## src/hw/rstx_pkg.sv

```systemverilog
// Summary of operation
// - Received channel B byte is held read-only; first air bit sits in bit 0.
// - Read-only channel B mask; a one marks the same data bit valid.
// - A full-byte valid indication means all eight channel B bits are valid.
// - Enables: underflow bit 3, overflow bit 2, done bit 1, empty bit 0.
// - Status bits set and read back regardless of their enables.
// - Transmit status reads zero outside transmit mode.
// - Underflow sets when the transmitter wants data and none waits, after a bit sent.
// - Overflow sets when new data is written before the last was taken.
// - Done sets when a byte ends with nothing waiting, after a bit sent.
// - Empty sets when data loads into the shifter; data write clears it.
// - Reading transmit status clears underflow, overflow and done.
// - Transmit status is read-only with upper four bits reserved.
// - Transmit byte goes out least significant bit first.
// - Each valid bit picks data or preamble; shifting ends with no valid bits.
package rstx_pkg;
  localparam int CLK_MHZ = 250;
  // One bit time at 62.5 kbit/s
  localparam int BIT_TIME_NS = 16000;
  localparam int BIT_CYCLES = (BIT_TIME_NS * CLK_MHZ) / 1000;
  localparam logic [11:0] BIT_LAST = 12'(BIT_CYCLES - 1);
  localparam logic [11:0] DIV_RST = 12'h000;

  localparam logic [5:0] ADDR_RX_B_DATA = 6'h0B;
  localparam logic [5:0] ADDR_RX_B_VALID = 6'h0C;
  localparam logic [5:0] ADDR_TX_IRQ_EN = 6'h0D;
  localparam logic [5:0] ADDR_TX_IRQ_STAT = 6'h0E;
  localparam logic [5:0] ADDR_TX_DATA = 6'h0F;
  localparam logic [5:0] ADDR_TX_VALID = 6'h10;

  localparam int ST_UNDER = 3;
  localparam int ST_OVF = 2;
  localparam int ST_DONE = 1;
  localparam int ST_EMPTY = 0;

  localparam logic [7:0] RST_BYTE = 8'h00;
  localparam logic [7:0] ALL_VALID = 8'hFF;
  localparam logic [3:0] RST_NIB = 4'h0;
  localparam logic [3:0] RSVD_NIB = 4'h0;

  // Serial frame: command byte {write, x, addr[5:0]}, then data byte
  localparam int SPI_WR_POS = 6;
  localparam logic [4:0] SPI_CMD_LAST = 5'h07;
  localparam logic [4:0] SPI_DATA_FIRST = 5'h08;
  localparam logic [4:0] SPI_DATA_LAST = 5'h0F;
  localparam logic [4:0] SPI_FRAME_BITS = 5'h10;
  localparam logic [4:0] SPI_CNT_RST = 5'h00;
endpackage : rstx_pkg

```

## src/hw/rstx_spi_slave.sv

```systemverilog
`timescale 1ns/10ps
module rstx_spi_slave (
  input wire logic clk_i,
  input wire logic rst_i,
  input wire logic sck_i,
  input wire logic ss_n_i,
  input wire logic mosi_i,
  input wire logic [7:0] rdata_i,
  output logic miso_o,
  output logic [5:0] addr_o,
  output logic rd_o,
  output logic wr_o,
  output logic [7:0] wdata_o
);
  logic sck_q;
  logic is_wr;
  logic [7:0] in_sr;
  logic [7:0] out_sr;
  logic [4:0] cnt;
  logic rise;
  logic fall;

  // Pins are synchronous to clk_i, so edges come from one stored sample
  assign rise = sck_i & ~sck_q & ~ss_n_i;
  assign fall = ~sck_i & sck_q & ~ss_n_i;
  assign miso_o = out_sr[7];

  always_ff @(posedge clk_i) begin
    if (rst_i) begin
      sck_q <= 1'b0;
      is_wr <= 1'b0;
      in_sr <= rstx_pkg::RST_BYTE;
      cnt <= rstx_pkg::SPI_CNT_RST;
      addr_o <= 6'h00;
      rd_o <= 1'b0;
      wr_o <= 1'b0;
      wdata_o <= rstx_pkg::RST_BYTE;
    end else begin
      sck_q <= sck_i;
      rd_o <= 1'b0;
      wr_o <= 1'b0;
      if (ss_n_i) begin
        cnt <= rstx_pkg::SPI_CNT_RST;
      end else if (rise && cnt < rstx_pkg::SPI_FRAME_BITS) begin
        in_sr <= {in_sr[6:0], mosi_i};
        cnt <= cnt + 5'h01;
        if (cnt == rstx_pkg::SPI_CMD_LAST) begin
          is_wr <= in_sr[rstx_pkg::SPI_WR_POS];
          addr_o <= {in_sr[4:0], mosi_i};
          rd_o <= ~in_sr[rstx_pkg::SPI_WR_POS];
        end
        if (cnt == rstx_pkg::SPI_DATA_LAST && is_wr) begin
          wr_o <= 1'b1;
          wdata_o <= {in_sr[6:0], mosi_i};
        end
      end
    end
  end

  // First read bit is presented at load; later falling edges shift
  always_ff @(posedge clk_i) begin
    if (rst_i) begin
      out_sr <= rstx_pkg::RST_BYTE;
    end else if (rd_o) begin
      out_sr <= rdata_i;
    end else if (fall && cnt > rstx_pkg::SPI_DATA_FIRST &&
                 cnt < rstx_pkg::SPI_FRAME_BITS) begin
      out_sr <= {out_sr[6:0], 1'b0};
    end
  end
endmodule : rstx_spi_slave

```

## src/hw/rstx_tx_serdes.sv

```systemverilog
`timescale 1ns/10ps
module rstx_tx_serdes (
  input wire logic clk_i,
  input wire logic rst_i,
  input wire logic run_i,
  input wire logic hold_full_i,
  input wire logic [7:0] hold_data_i,
  input wire logic [7:0] hold_valid_i,
  output logic take_o,
  output logic done_o,
  output logic under_o,
  output logic bit_o,
  output logic data_bit_o
);
  typedef enum logic [1:0] {SER_IDLE, SER_SHIFT, SER_STARVE} rstx_ser_t;
  rstx_ser_t state;
  logic [11:0] div;
  logic tick;
  logic last_bit;
  logic do_load;
  logic sent;
  logic starved;
  logic [7:0] sh_data;
  logic [7:0] sh_valid;

  assign tick = run_i && div == rstx_pkg::BIT_LAST;
  assign last_bit = sh_valid[7:1] == 7'h00;
  // The take pulse lags one cycle; block a second load of the same byte
  assign do_load = hold_full_i && !take_o && (state == SER_IDLE ||
                   (tick && (state == SER_STARVE || last_bit)));

  always_ff @(posedge clk_i) begin
    if (rst_i || !run_i || div == rstx_pkg::BIT_LAST) begin
      div <= rstx_pkg::DIV_RST;
    end else begin
      div <= div + 12'h001;
    end
  end

  always_ff @(posedge clk_i) begin
    if (rst_i || !run_i) begin
      state <= SER_IDLE;
      take_o <= 1'b0;
      done_o <= 1'b0;
      under_o <= 1'b0;
      bit_o <= 1'b0;
      data_bit_o <= 1'b0;
      sent <= 1'b0;
      starved <= 1'b0;
      sh_data <= rstx_pkg::RST_BYTE;
      sh_valid <= rstx_pkg::RST_BYTE;
    end else begin
      take_o <= do_load;
      done_o <= 1'b0;
      under_o <= 1'b0;
      if (tick && state == SER_SHIFT) begin
        bit_o <= sh_data[0];
        data_bit_o <= sh_valid[0];
        sent <= sent | sh_valid[0];
        sh_data <= {1'b0, sh_data[7:1]};
        sh_valid <= {1'b0, sh_valid[7:1]};
      end else if (tick) begin
        bit_o <= 1'b0;
        data_bit_o <= 1'b0;
      end
      case (state)
        SER_IDLE: begin
        end
        SER_SHIFT: begin
          if (tick && last_bit && !hold_full_i) begin
            done_o <= sent | sh_valid[0];
            starved <= 1'b0;
            state <= SER_STARVE;
          end
        end
        SER_STARVE: begin
          if (tick && !hold_full_i && !starved) begin
            under_o <= sent;
            starved <= 1'b1;
          end
        end
        default: state <= SER_IDLE;
      endcase
      if (do_load) begin
        sh_data <= hold_data_i;
        sh_valid <= hold_valid_i;
        state <= SER_SHIFT;
      end
    end
  end

  chk_lsb_first: assert property (
    @(posedge clk_i) disable iff (rst_i || !run_i)
    tick && state == SER_SHIFT && !do_load |=>
    bit_o == $past(sh_data[0]) && sh_data[6:0] == $past(sh_data[7:1])
  ) else $error("transmit bit order wrong");
endmodule : rstx_tx_serdes

```

## src/hw/rstx_top.sv

```systemverilog
`timescale 1ns/10ps
module rstx_top (
  input wire logic clk_i,
  input wire logic rst_i,
  input wire logic spi_sck_i,
  input wire logic spi_ss_n_i,
  input wire logic spi_mosi_i,
  output logic spi_miso_o,
  input wire logic tx_en_i,
  input wire logic rx_en_i,
  input wire logic rx_b_load_i,
  input wire logic [7:0] rx_b_data_i,
  input wire logic [7:0] rx_b_valid_i,
  output logic rx_b_all_valid_o,
  output logic tx_bit_o,
  output logic tx_data_bit_o,
  output logic irq_o
);
  logic [5:0] addr;
  logic rd;
  logic wr;
  logic [7:0] wdata;
  logic [7:0] rdata;

  logic [7:0] rx_chan_b_data;
  logic [7:0] rx_chan_b_valid_mask;
  logic [3:0] tx_irq_enable;
  logic [3:0] tx_irq_status;
  logic [7:0] tx_hold_data;
  logic [7:0] tx_hold_valid;
  logic tx_hold_full;

  logic take;
  logic done;
  logic under;
  logic ovf;
  logic wr_data;
  logic rd_stat;
  logic rx_take;
  logic [3:0] st_set;
  logic [3:0] st_clr;
  logic [3:0] next_status;
  logic [15:0] hold_age;

  rstx_spi_slave u_spi (
    .clk_i(clk_i),
    .rst_i(rst_i),
    .sck_i(spi_sck_i),
    .ss_n_i(spi_ss_n_i),
    .mosi_i(spi_mosi_i),
    .rdata_i(rdata),
    .miso_o(spi_miso_o),
    .addr_o(addr),
    .rd_o(rd),
    .wr_o(wr),
    .wdata_o(wdata)
  );

  rstx_tx_serdes u_ser (
    .clk_i(clk_i),
    .rst_i(rst_i),
    .run_i(tx_en_i),
    .hold_full_i(tx_hold_full),
    .hold_data_i(tx_hold_data),
    .hold_valid_i(tx_hold_valid),
    .take_o(take),
    .done_o(done),
    .under_o(under),
    .bit_o(tx_bit_o),
    .data_bit_o(tx_data_bit_o)
  );

  assign wr_data = wr && addr == rstx_pkg::ADDR_TX_DATA;
  assign rd_stat = rd && addr == rstx_pkg::ADDR_TX_IRQ_STAT;
  assign rx_take = rx_b_load_i && rx_en_i;
  // A write racing the shifter's load is not an overflow: old byte moves
  assign ovf = wr_data && tx_hold_full && !take;

  // Receive capture; mask and data always move together
  always_ff @(posedge clk_i) begin
    if (rst_i) begin
      rx_chan_b_data <= rstx_pkg::RST_BYTE;
      rx_chan_b_valid_mask <= rstx_pkg::RST_BYTE;
      rx_b_all_valid_o <= 1'b0;
    end else if (rx_take) begin
      rx_chan_b_data <= rx_b_data_i;
      rx_chan_b_valid_mask <= rx_b_valid_i;
      rx_b_all_valid_o <= rx_b_valid_i == rstx_pkg::ALL_VALID;
    end
  end

  // Upper enable bits are not stored; host keeps them zero
  always_ff @(posedge clk_i) begin
    if (rst_i) begin
      tx_irq_enable <= rstx_pkg::RST_NIB;
    end else if (wr && addr == rstx_pkg::ADDR_TX_IRQ_EN) begin
      tx_irq_enable <= wdata[3:0];
    end
  end

  always_ff @(posedge clk_i) begin
    if (rst_i) begin
      tx_hold_valid <= rstx_pkg::RST_BYTE;
    end else if (wr && addr == rstx_pkg::ADDR_TX_VALID) begin
      tx_hold_valid <= wdata;
    end
  end

  // Holding byte: a fresh write overwrites an untaken one
  always_ff @(posedge clk_i) begin
    if (rst_i) begin
      tx_hold_data <= rstx_pkg::RST_BYTE;
      tx_hold_full <= 1'b0;
    end else begin
      if (wr_data) begin
        tx_hold_data <= wdata;
      end
      if (wr_data) begin
        tx_hold_full <= 1'b1;
      end else if (take) begin
        tx_hold_full <= 1'b0;
      end
    end
  end

  // Status: events set whatever the enables, set wins over clear
  always_comb begin
    st_set = rstx_pkg::RST_NIB;
    st_clr = rstx_pkg::RST_NIB;
    st_set[rstx_pkg::ST_UNDER] = under;
    st_set[rstx_pkg::ST_OVF] = ovf;
    st_set[rstx_pkg::ST_DONE] = done;
    st_set[rstx_pkg::ST_EMPTY] = take;
    st_clr[rstx_pkg::ST_UNDER] = rd_stat;
    st_clr[rstx_pkg::ST_OVF] = rd_stat;
    st_clr[rstx_pkg::ST_DONE] = rd_stat;
    st_clr[rstx_pkg::ST_EMPTY] = wr_data;
    next_status = st_set | (tx_irq_status & ~st_clr);
  end

  // Status writes are ignored: the register has no write path
  always_ff @(posedge clk_i) begin
    if (rst_i) begin
      tx_irq_status <= rstx_pkg::RST_NIB;
    end else begin
      tx_irq_status <= next_status;
    end
  end

  // Age of an untaken byte in cycles, saturating.
  // A stuck shifter would otherwise leave the byte waiting unseen.
  always_ff @(posedge clk_i) begin
    if (rst_i || !tx_hold_full || !tx_en_i || take) begin
      hold_age <= 16'h0000;
    end else if (hold_age != 16'hFFFF) begin
      hold_age <= hold_age + 16'h0001;
    end
  end

  // Gated with mode so the pin agrees with what a read would show
  always_ff @(posedge clk_i) begin
    if (rst_i) begin
      irq_o <= 1'b0;
    end else begin
      irq_o <= tx_en_i && |(tx_irq_status & tx_irq_enable);
    end
  end

  always_comb begin
    case (addr)
      rstx_pkg::ADDR_RX_B_DATA: rdata = rx_chan_b_data;
      rstx_pkg::ADDR_RX_B_VALID: rdata = rx_chan_b_valid_mask;
      rstx_pkg::ADDR_TX_IRQ_EN: rdata = {rstx_pkg::RSVD_NIB, tx_irq_enable};
      rstx_pkg::ADDR_TX_IRQ_STAT: begin
        if (tx_en_i) begin
          rdata = {rstx_pkg::RSVD_NIB, tx_irq_status};
        end else begin
          rdata = rstx_pkg::RST_BYTE;
        end
      end
      rstx_pkg::ADDR_TX_DATA: rdata = tx_hold_data;
      rstx_pkg::ADDR_TX_VALID: rdata = tx_hold_valid;
      default: rdata = rstx_pkg::RST_BYTE;
    endcase
  end

  chk_rx_capture: assert property (
    @(posedge clk_i) disable iff (rst_i)
    rx_take |=> rx_chan_b_data == $past(rx_b_data_i)
  ) else $error("channel B data not captured");

  chk_rx_mask_hold: assert property (
    @(posedge clk_i) disable iff (rst_i)
    !rx_take |=> $stable(rx_chan_b_valid_mask)
  ) else $error("channel B mask changed without a load");

  chk_all_valid: assert property (
    @(posedge clk_i) disable iff (rst_i)
    rx_b_all_valid_o == (rx_chan_b_valid_mask == rstx_pkg::ALL_VALID)
  ) else $error("all-valid flag disagrees with mask");

  chk_en_readback: assert property (
    @(posedge clk_i) disable iff (rst_i)
    wr && addr == rstx_pkg::ADDR_TX_IRQ_EN |=>
    rdata == {rstx_pkg::RSVD_NIB, $past(wdata[3:0])}
  ) else $error("enable register read back wrong");

  chk_poll_no_en: assert property (
    @(posedge clk_i) disable iff (rst_i)
    take && tx_irq_enable == rstx_pkg::RST_NIB |=>
    tx_irq_status[rstx_pkg::ST_EMPTY] && !irq_o
  ) else $error("status not set with enables off");

  chk_mode_gate: assert property (
    @(posedge clk_i) disable iff (rst_i)
    !tx_en_i && addr == rstx_pkg::ADDR_TX_IRQ_STAT |->
    rdata == rstx_pkg::RST_BYTE
  ) else $error("status visible outside transmit mode");

  chk_under_set: assert property (
    @(posedge clk_i) disable iff (rst_i)
    under |=> tx_irq_status[rstx_pkg::ST_UNDER]
  ) else $error("underflow event lost");

  chk_ovf_set: assert property (
    @(posedge clk_i) disable iff (rst_i)
    wr_data && tx_hold_full && !take |=>
    tx_irq_status[rstx_pkg::ST_OVF] && tx_hold_full
  ) else $error("overflow not flagged");

  chk_empty_cycle: assert property (
    @(posedge clk_i) disable iff (rst_i)
    wr_data && !take ##1 !take[*2] |->
    !tx_irq_status[rstx_pkg::ST_EMPTY]
  ) else $error("empty not cleared by data write");

  chk_read_clear: assert property (
    @(posedge clk_i) disable iff (rst_i)
    rd_stat && !under && !ovf && !done |=>
    tx_irq_status[3:1] == 3'h0
  ) else $error("status read did not clear");

  chk_irq_level: assert property (
    @(posedge clk_i) disable iff (rst_i)
    tx_en_i && |(tx_irq_status & tx_irq_enable) |=> irq_o
  ) else $error("interrupt request missing");

  chk_irq_quiet: assert property (
    @(posedge clk_i) disable iff (rst_i)
    !tx_en_i |=> !irq_o
  ) else $error("interrupt outside transmit mode");

  // A byte waits at most one full byte time behind the shifter
  chk_hold_age: assert property (
    @(posedge clk_i) disable iff (rst_i)
    hold_age <= 16'(8 * rstx_pkg::BIT_CYCLES + 2)
  ) else $error("written byte never moved to the shifter");

  chk_ovf_keep: assert property (
    @(posedge clk_i) disable iff (rst_i)
    wr_data |=> tx_hold_data == $past(wdata)
  ) else $error("newest transmit byte not kept");

  chk_take_clear: assert property (
    @(posedge clk_i) disable iff (rst_i)
    take && !wr_data |=> !tx_hold_full
  ) else $error("holding byte still full after take");

  chk_done_set: assert property (
    @(posedge clk_i) disable iff (rst_i)
    done |=> tx_irq_status[rstx_pkg::ST_DONE]
  ) else $error("done event lost");

  chk_empty_set: assert property (
    @(posedge clk_i) disable iff (rst_i)
    take |=> tx_irq_status[rstx_pkg::ST_EMPTY]
  ) else $error("empty not set on load");

  chk_stat_rsvd: assert property (
    @(posedge clk_i) disable iff (rst_i)
    addr == rstx_pkg::ADDR_TX_IRQ_STAT |-> rdata[7:4] == rstx_pkg::RSVD_NIB
  ) else $error("status reserved bits not zero");

  chk_en_upper: assert property (
    @(posedge clk_i) disable iff (rst_i)
    addr == rstx_pkg::ADDR_TX_IRQ_EN |-> rdata[7:4] == rstx_pkg::RSVD_NIB
  ) else $error("enable upper bits not zero");

  chk_stat_nowrite: assert property (
    @(posedge clk_i) disable iff (rst_i)
    wr && addr == rstx_pkg::ADDR_TX_IRQ_STAT && !under && !done && !take |=>
    tx_irq_status == $past(tx_irq_status)
  ) else $error("status changed by a host write");

  chk_rx_gate: assert property (
    @(posedge clk_i) disable iff (rst_i)
    rx_b_load_i && !rx_en_i |=> $stable(rx_chan_b_data)
  ) else $error("channel B captured outside receive mode");

  chk_irq_source: assert property (
    @(posedge clk_i) disable iff (rst_i)
    !(tx_en_i && |(tx_irq_status & tx_irq_enable)) |=> !irq_o
  ) else $error("interrupt without an enabled status");
endmodule : rstx_top

```

## config.mk

```make
export PLATFORM = sky130hd
export DESIGN_NAME = rstx_top
export DESIGN_NICKNAME = d
export VERILOG_FILES = /design/src/hw/rstx_pkg.sv /design/src/hw/rstx_spi_slave.sv /design/src/hw/rstx_tx_serdes.sv /design/src/hw/rstx_top.sv
export SDC_FILE = /design/constraint.sdc
export NUM_CORES = 1
export LEC_CHECK = 0
export BUFFER_PORTS_ARGS = -buffer_cell sky130_fd_sc_hd__buf_2
export CORE_MARGIN = 2
export CORE_UTILIZATION = 54
export DETAILED_ROUTE_END_ITERATION = 16
export HOLD_SLACK_MARGIN = 0.06
export PLACE_DENSITY = 0.79
export SKIP_LAST_GASP = 1
export SYNTH_ARGS = -nofsm -noshare
export SYNTH_HDL_FRONTEND = slang
export SYNTH_SLANG_ARGS = --single-unit
```

## constraint.sdc

```tcl
create_clock -name clk_i -period 2.3 [get_ports clk_i]
set_clock_uncertainty 0.15 [all_clocks]
set_input_delay 0 -clock clk_i [delete_from_list [all_inputs] [get_ports clk_i]]
set_output_delay 0 -clock clk_i [all_outputs]
set_load 0.02 [all_outputs]
```

# Word level (Yosys, flattened, before mapping)
# Index checks and enable logic that the tools add are counted.
[word_totals] reg_bits=118 latch_bits=0 ramBits=0 rom_bits=0 input_bits=24 out_inout_bits=5 wordCells=140 memories=0
[classes] n_addsub=2 n_mul=0 n_div=0 n_lt_le_gt_ge=2 n_eq_ne=16 shifts=0 n_mux=20 bitwise=20 n_reduce_logical=50
[op_table] operator="8-bit 2-to-1 mux" count=6
[op_table] operator="8-bit case mux with 6 select lines" count=1
[op_table] operator="6-bit by 4-bit equality test with 1-bit output (second input constant)" count=5
[op_table] operator="1-bit logical AND" count=21
[op_table] operator="12-bit by 1-bit adder with 12-bit output (second input constant)" count=1
[op_table] operator="12-bit equality test (second input constant)" count=1
[op_table] operator="1-bit inverter" count=11
[op_table] operator="2-bit nonzero test" count=5
[op_table] operator="1-bit 2-to-1 mux" count=9
[op_table] operator="3-bit AND reduction" count=3
[op_table] operator="3-bit OR reduction" count=3
[op_table] operator="4-bit bitwise AND" count=2
[op_table] operator="8-bit equality test (second input constant)" count=1
[op_table] operator="4-bit OR reduction" count=2
[op_table] operator="7-bit zero test" count=1
[op_table] operator="6-bit by 5-bit equality test with 1-bit output (second input constant)" count=1
[op_table] operator="2-bit AND reduction" count=3
[op_table] operator="2-bit OR reduction" count=3
[op_table] operator="5-bit by 1-bit adder with 5-bit output (second input constant)" count=1
[op_table] operator="5-bit by 3-bit equality test with 1-bit output (second input constant)" count=1
[op_table] operator="5-bit by 4-bit equality test with 1-bit output (second input constant)" count=1
[op_table] operator="5-bit by 4-bit greater-than comparator with 1-bit output (second input constant)" count=1
[op_table] operator="5-bit < comparator (second input constant)" count=1
[op_table] operator="1-bit bitwise AND" count=4
[op_table] operator="other kinds (15)" count=22

# Depth between registers and ports, before layout
[depth] word_depth=7 ltp_mapped=8 depth_no_buf=7

# By module
# A second synthesis with hierarchy kept.
[hier_totals] cells_unflattened=616 area_unflattened_um2=5178.7
[modules_own_cells] module="rstx_top" n_inst=1 cells_each=238 area_per_inst_um2=1899.3 seq_area_each_um2=860.8
[modules_own_cells] module="rstx_spi_slave" n_inst=1 cells_each=202 area_per_inst_um2=1645.3 seq_area_each_um2=760.7
[modules_own_cells] module="rstx_tx_serdes" n_inst=1 cells_each=176 area_per_inst_um2=1634.1 seq_area_each_um2=740.7

# Worst setup path before layout
# Ideal clock, no wire load.
[synth_path] kind="reg-to-reg" startpoint="reg u_ser.div[0]" endpoint="reg u_ser.state[1]" setup_time_ps=100 arrival_time_ps=2256 t_required_ps=2050 path_slack_ps=-206 stages_incl_launch_ff=8 path_buffers=1 period_less_slack_ps=2506 path_cell_list="dfxtp_1 -> ha_1 -> nand4_1 -> or4_1 -> buf_2 -> or3_1 -> or3b_4 -> a2111oi_4"
[synth_between] elab_chain_len=6 elab_cells_between_ends=10 classes_between="eq/ne (2); reduce/logical (8)"
[synth_rtl] element="from (decl)" line_no="rstx_tx_serdes.sv:17" text="logic [11:0] div;"
[synth_rtl] element="from (signal assigned)" line_no="rstx_tx_serdes.sv:34" text="div <= rstx_pkg::DIV_RST;"
[synth_rtl] element="from (signal assigned)" line_no="rstx_tx_serdes.sv:36" text="div <= div + 12'h001;"
[synth_rtl] element="12-bit equality test *" line_no="rstx_tx_serdes.sv:26" text="assign tick = run_i && div == rstx_pkg::BIT_LAST;"
[synth_rtl] element="1-bit logical AND *" line_no="rstx_tx_serdes.sv:26"
[synth_rtl] element="1-bit logical AND, on equally long branches" line_no="rstx_tx_serdes.sv:70, rstx_tx_serdes.sv:30"
[synth_rtl] element="1-bit logical AND / 1-bit logical OR (equally long branches)" line_no="rstx_tx_serdes.sv:70, rstx_tx_serdes.sv:29"
[synth_rtl] element="2-bit inequality test (no source line) / 1-bit logical AND (equally long branches)"
[synth_rtl] element="2-bit AND reduction (no source line) / 2-bit OR reduction (equally long branches)"
[synth_rtl] element="to (signal assigned)" line_no="rstx_tx_serdes.sv:73" text="state <= SER_STARVE;"
[synth_rtl] element="to (signal assigned)" line_no="rstx_tx_serdes.sv:82" text="default: state <= SER_IDLE;"
[synth_rtl] element="to (signal assigned)" line_no="rstx_tx_serdes.sv:87" text="state <= SER_SHIFT;"
[synth_rtl] element="to (decl)" line_no="rstx_tx_serdes.sv:16" text="rstx_ser_t state;"
# Mark *: on every way between the ends. The rest lies on a longest branch, timed or not.
# A chain may end at the register's enable or synchronous reset.

# Worst setup path after layout
[layout_path] startpoint="reg u_ser.div[5]" endpoint="reg u_ser.state[1]"
# The elaborated chain is that of the path after synthesis.

==> summary.log <==
INFO  global_routing grt.busiest_layer=met2
INFO  finish         mostFrequentLayoutCell=dfxtp_1
INFO  synthesis      yosys_register_bits=118
INFO  synthesis      yosys.cell_types.count=50
INFO  global_routing overall_track_demand_over_capacity_in_global_routing=29.5%
INFO  finish         final_nets=683
INFO  place          post_dp_cell_area=5320um^2
INFO  global_routing vias_in_the_first_global_route=4648
INFO  clocking       cts.htree.levels=4
INFO  place          post-dp-hpwl=7.96mm
INFO  floorplan      floorplan.die_area=9900um^2
INFO  sta            unrepaired_setup_endpoints_after_global_routing=true
INFO  clocking       clk_latency=0.52ns
INFO  detailed_routing dr.pass1.iters=5
INFO  global_routing met3_usage=7.59%
INFO  detailed_routing initialDrtViolationCount=371
INFO  floorplan      initial_core_util=56.2%
INFO  sta            endpoints_failing_setup=1
INFO  sta            layout_setup_ws=-0.113ns
INFO  clocking       cts_tree=yes
INFO  synthesis      syn-num-nets=587
INFO  power_and_ir_drop power_density=740nW/um^2
INFO  global_routing maximum_number_of_pins_on_one_net_before_global_route_repair=31
INFO  outcome        result_of_the_run=finished, violations left
INFO  synthesis      synth_top_flop_cell=dfxtp_1
INFO  floorplan      die_ht=99.5um
INFO  setup_path     timing.critical_path.from_type=flip-flop
INFO  detailed_routing antenna_left=0
INFO  detailed_routing post_drt_wl_per_cell=17.8um
INFO  synthesis      synthCells=559
INFO  synthesis      post_synth_fa_ha_maj_area_fraction=1.02%
INFO  place          placedCellCount=688
INFO  finish         syn2layout_area_growth=31.5%
INFO  synthesis      synthesis.area=4920um^2
INFO  floorplan      floorplan.die.width=99.5um
INFO  sta            setup_tns=-0.113ns
INFO  finish         final_cell_mix=dfxtp_1 (112), nand2_1 (88), a21oi_1 (71), nor2_1 (59), dlygate4sd3_1 (55)
INFO  clocking       cts-root-to-sink-buffers=2
INFO  place          io_buffers=28
INFO  setup_path     critPathKind=reg -> reg
INFO  synthesis      synth_top_family_by_area=simple AND/OR/NAND/NOR gates
INFO  clocking       tritoncts.num_buffers=17
INFO  global_routing grt.overflow.total=0
INFO  sta            worstMarginPinSlew=0.740ns
INFO  sta            finalCriticalPeriod=2.41ns
INFO  sta            hold_viol=0
INFO  synthesis      synthXorXnorAreaFrac=2.14%
INFO  setup_path     critical_path_capture_point_type=flip-flop
INFO  detailed_routing drt-vias-per-instance=6.02
INFO  synthesis      synth_mux_area_share=8.24%
INFO  synthesis      synthesis.area_per_instance=8.81um^2
INFO  detailed_routing drc=0
INFO  power_and_ir_drop static-leakage-power=2.44nW
INFO  finish         final_layout_size_suffix_gt1_share=16.8%
INFO  sta            ratio_of_final_minimum_period_to_clock_period=105%
INFO  floorplan      boundaryPins=29
INFO  clocking       cell_chosen_for_the_clock_root=clkbuf_8
INFO  global_routing globalRouteMet1Util=34.8%
INFO  synthesis      synth.yosys.seq_area_share=48.0%
INFO  sta            slew_hr=50.3%
INFO  power_and_ir_drop vdd_ir_drop_max=0.495mV
INFO  finish         final_cell_area=6470um^2
INFO  synthesis      synth_simple_gate_area_share=21.9%
INFO  global_routing grtUsageMet2=49.3%
INFO  setup_path     critical_path_required=2.56ns
INFO  finish         ant_diodes=0
INFO  floorplan      core_area=8760um^2
INFO  floorplan      std_cell_rows=34
INFO  global_routing antenna_violations_before_repair=0
INFO  place          gp_congestion=0.836
INFO  detailed_routing postRouteWirelength=13.8mm
INFO  outcome        failed_checks=negative setup slack
INFO  synthesis      yosys_warnings=0
INFO  sta            max_clock_freq=0.414GHz
INFO  clocking       cts.sink_count=118
INFO  synthesis      synth_compound_area_share=15.6%
INFO  flow_run       drv.max_cap_violation_count=0
INFO  synthesis      asyncSetResetFlopFracSynth=0%
INFO  global_routing global_route_wire_length_before_repair=22.9mm
INFO  finish         finish.cell_count_without_fillers=776
INFO  synthesis      synth_enable_flop_cells=0
INFO  clocking       cts.reportedPaths.clkPinSlew=0.06ns
INFO  setup_path     cp_data_arrival_time=2.67ns
INFO  setup_path     timing.critical_path.fanout_max=3
INFO  detailed_routing dr_total_vias=4668
INFO  sta            slew_violations=0
INFO  place          placement.setup.worst_slack=-0.0646ns
INFO  worst_hold_path hold_class=in -> reg
## stage by stage
step	util (%)	total power, mW	hold WS [ns]
2_1_floorplan	-	2.19	-0.0218
3_3_place_gp	60.7	2.23	0.0902
3_5_place_dp	60.7	2.23	0.0962
4_1_cts	73.5	4.76	0.0902
5_1_grt	73.8	4.93	0.191
6_report	73.8	4.79	0.165
## registers in the layout (all words and copies together), names as in the netlist, 2 cells and up
name,flops
u_ser.sh_data,8
rx_chan_b_valid_mask,8
u_spi.out_sr,8
u_ser.sh_valid,8
u_ser.div,12
u_spi.addr_o,6
tx_hold_data,8
tx_irq_status,4
tx_hold_valid,8
u_spi.in_sr,7
rx_chan_b_data,8
u_spi.wdata_o,8
tx_irq_enable,4
u_spi.cnt,5
u_ser.state,2
## what timing repair did
item | in CTS | in global routing
gates cloned | 0 | 0
hold buffers | 55 | 0
buffers inserted | 0 | 1
endpoints found under the setup margin | 2 | 5
gates resized for setup | 3 | 5
pin swaps | 1 | 0
hold endpoints to repair | 105 | 0
## layer usage
metal  wire (um)  part of all wire [%]
met1        5560                    40
met2        6700                    48
met3         895                   6.5
met4         666                   4.8
met5           0                     0
## power by group
part           internal (mW)  leakage (nW)  switching [mW]
clock network           1.61         0.284           0.908
logic                 0.0972          1.20          0.0939
registers               2.06         0.956          0.0156
## synthesized netlist by cell type (all sizes together), types with 4 or more instances
library cell,count,area (um^2)
a211oi,15,113
a21oi,72,364
a221oi,6,52.6
a222oi,4,40.0
a22o,5,43.8
a22oi,6,45.0
and3,5,31.3
buf,4,17.5
clkbuf,29,109
dfxtp,118,2360
ha,4,50.1
inv,7,26.3
mux2,4,45.0
mux2i,36,360
nand2,88,330
nand2b,4,25.0
nand3,17,85.1
nand4,4,25.0
nor2,59,221
nor3,15,85.1
o22a,4,35.0
or4b,5,50.1
xnor2,5,43.8
xor2,7,61.3
## worst max-delay path: stages (launching register included)
cell       delay [ns]
dfxtp_2          0.31
nand4b_1         0.21
or4_4            0.53
or3_4            0.41
or3b_4           0.42
a2111oi_4        0.29
## worst paths after layout
check,from,end,slack (ns),cells past startpoint
max,u_ser.div[5]$_SDFF_PP0_,u_ser.state[1]$_SDFFE_PP0P_,-0.11,5
min,spi_mosi_i,u_spi.wdata_o[0]$_SDFFE_PP0P_,0.17,4
max reg2reg,u_ser.div[5]$_SDFF_PP0_,u_ser.state[1]$_SDFFE_PP0P_,-0.11,5
min reg2reg,u_ser.under_o$_SDFF_PP0_,tx_irq_status[3]$_SDFF_PP0_,0.30,2
## cell type report
type | instances | area, um^2
Inverter | 7 | 26.3
Sequential cell | 118 | 2370
Clock inverter | 10 | 103
Tap cell | 108 | 135
Multi-Input combinational cell | 401 | 2460
Timing Repair Buffer | 110 | 918
Fill cell | 563 | 2290
Clock buffer | 22 | 463
## logic make-up (layout without fill, tap and decap cells)
family,after synthesis,in the layout
simple gates,225,225
compound gates,120,120
flops,118,118
mux,40,40
buf+inv,40,149
xor+xnor,12,12
fa+ha+maj,4,4
(Power assumes the default switching activity.)
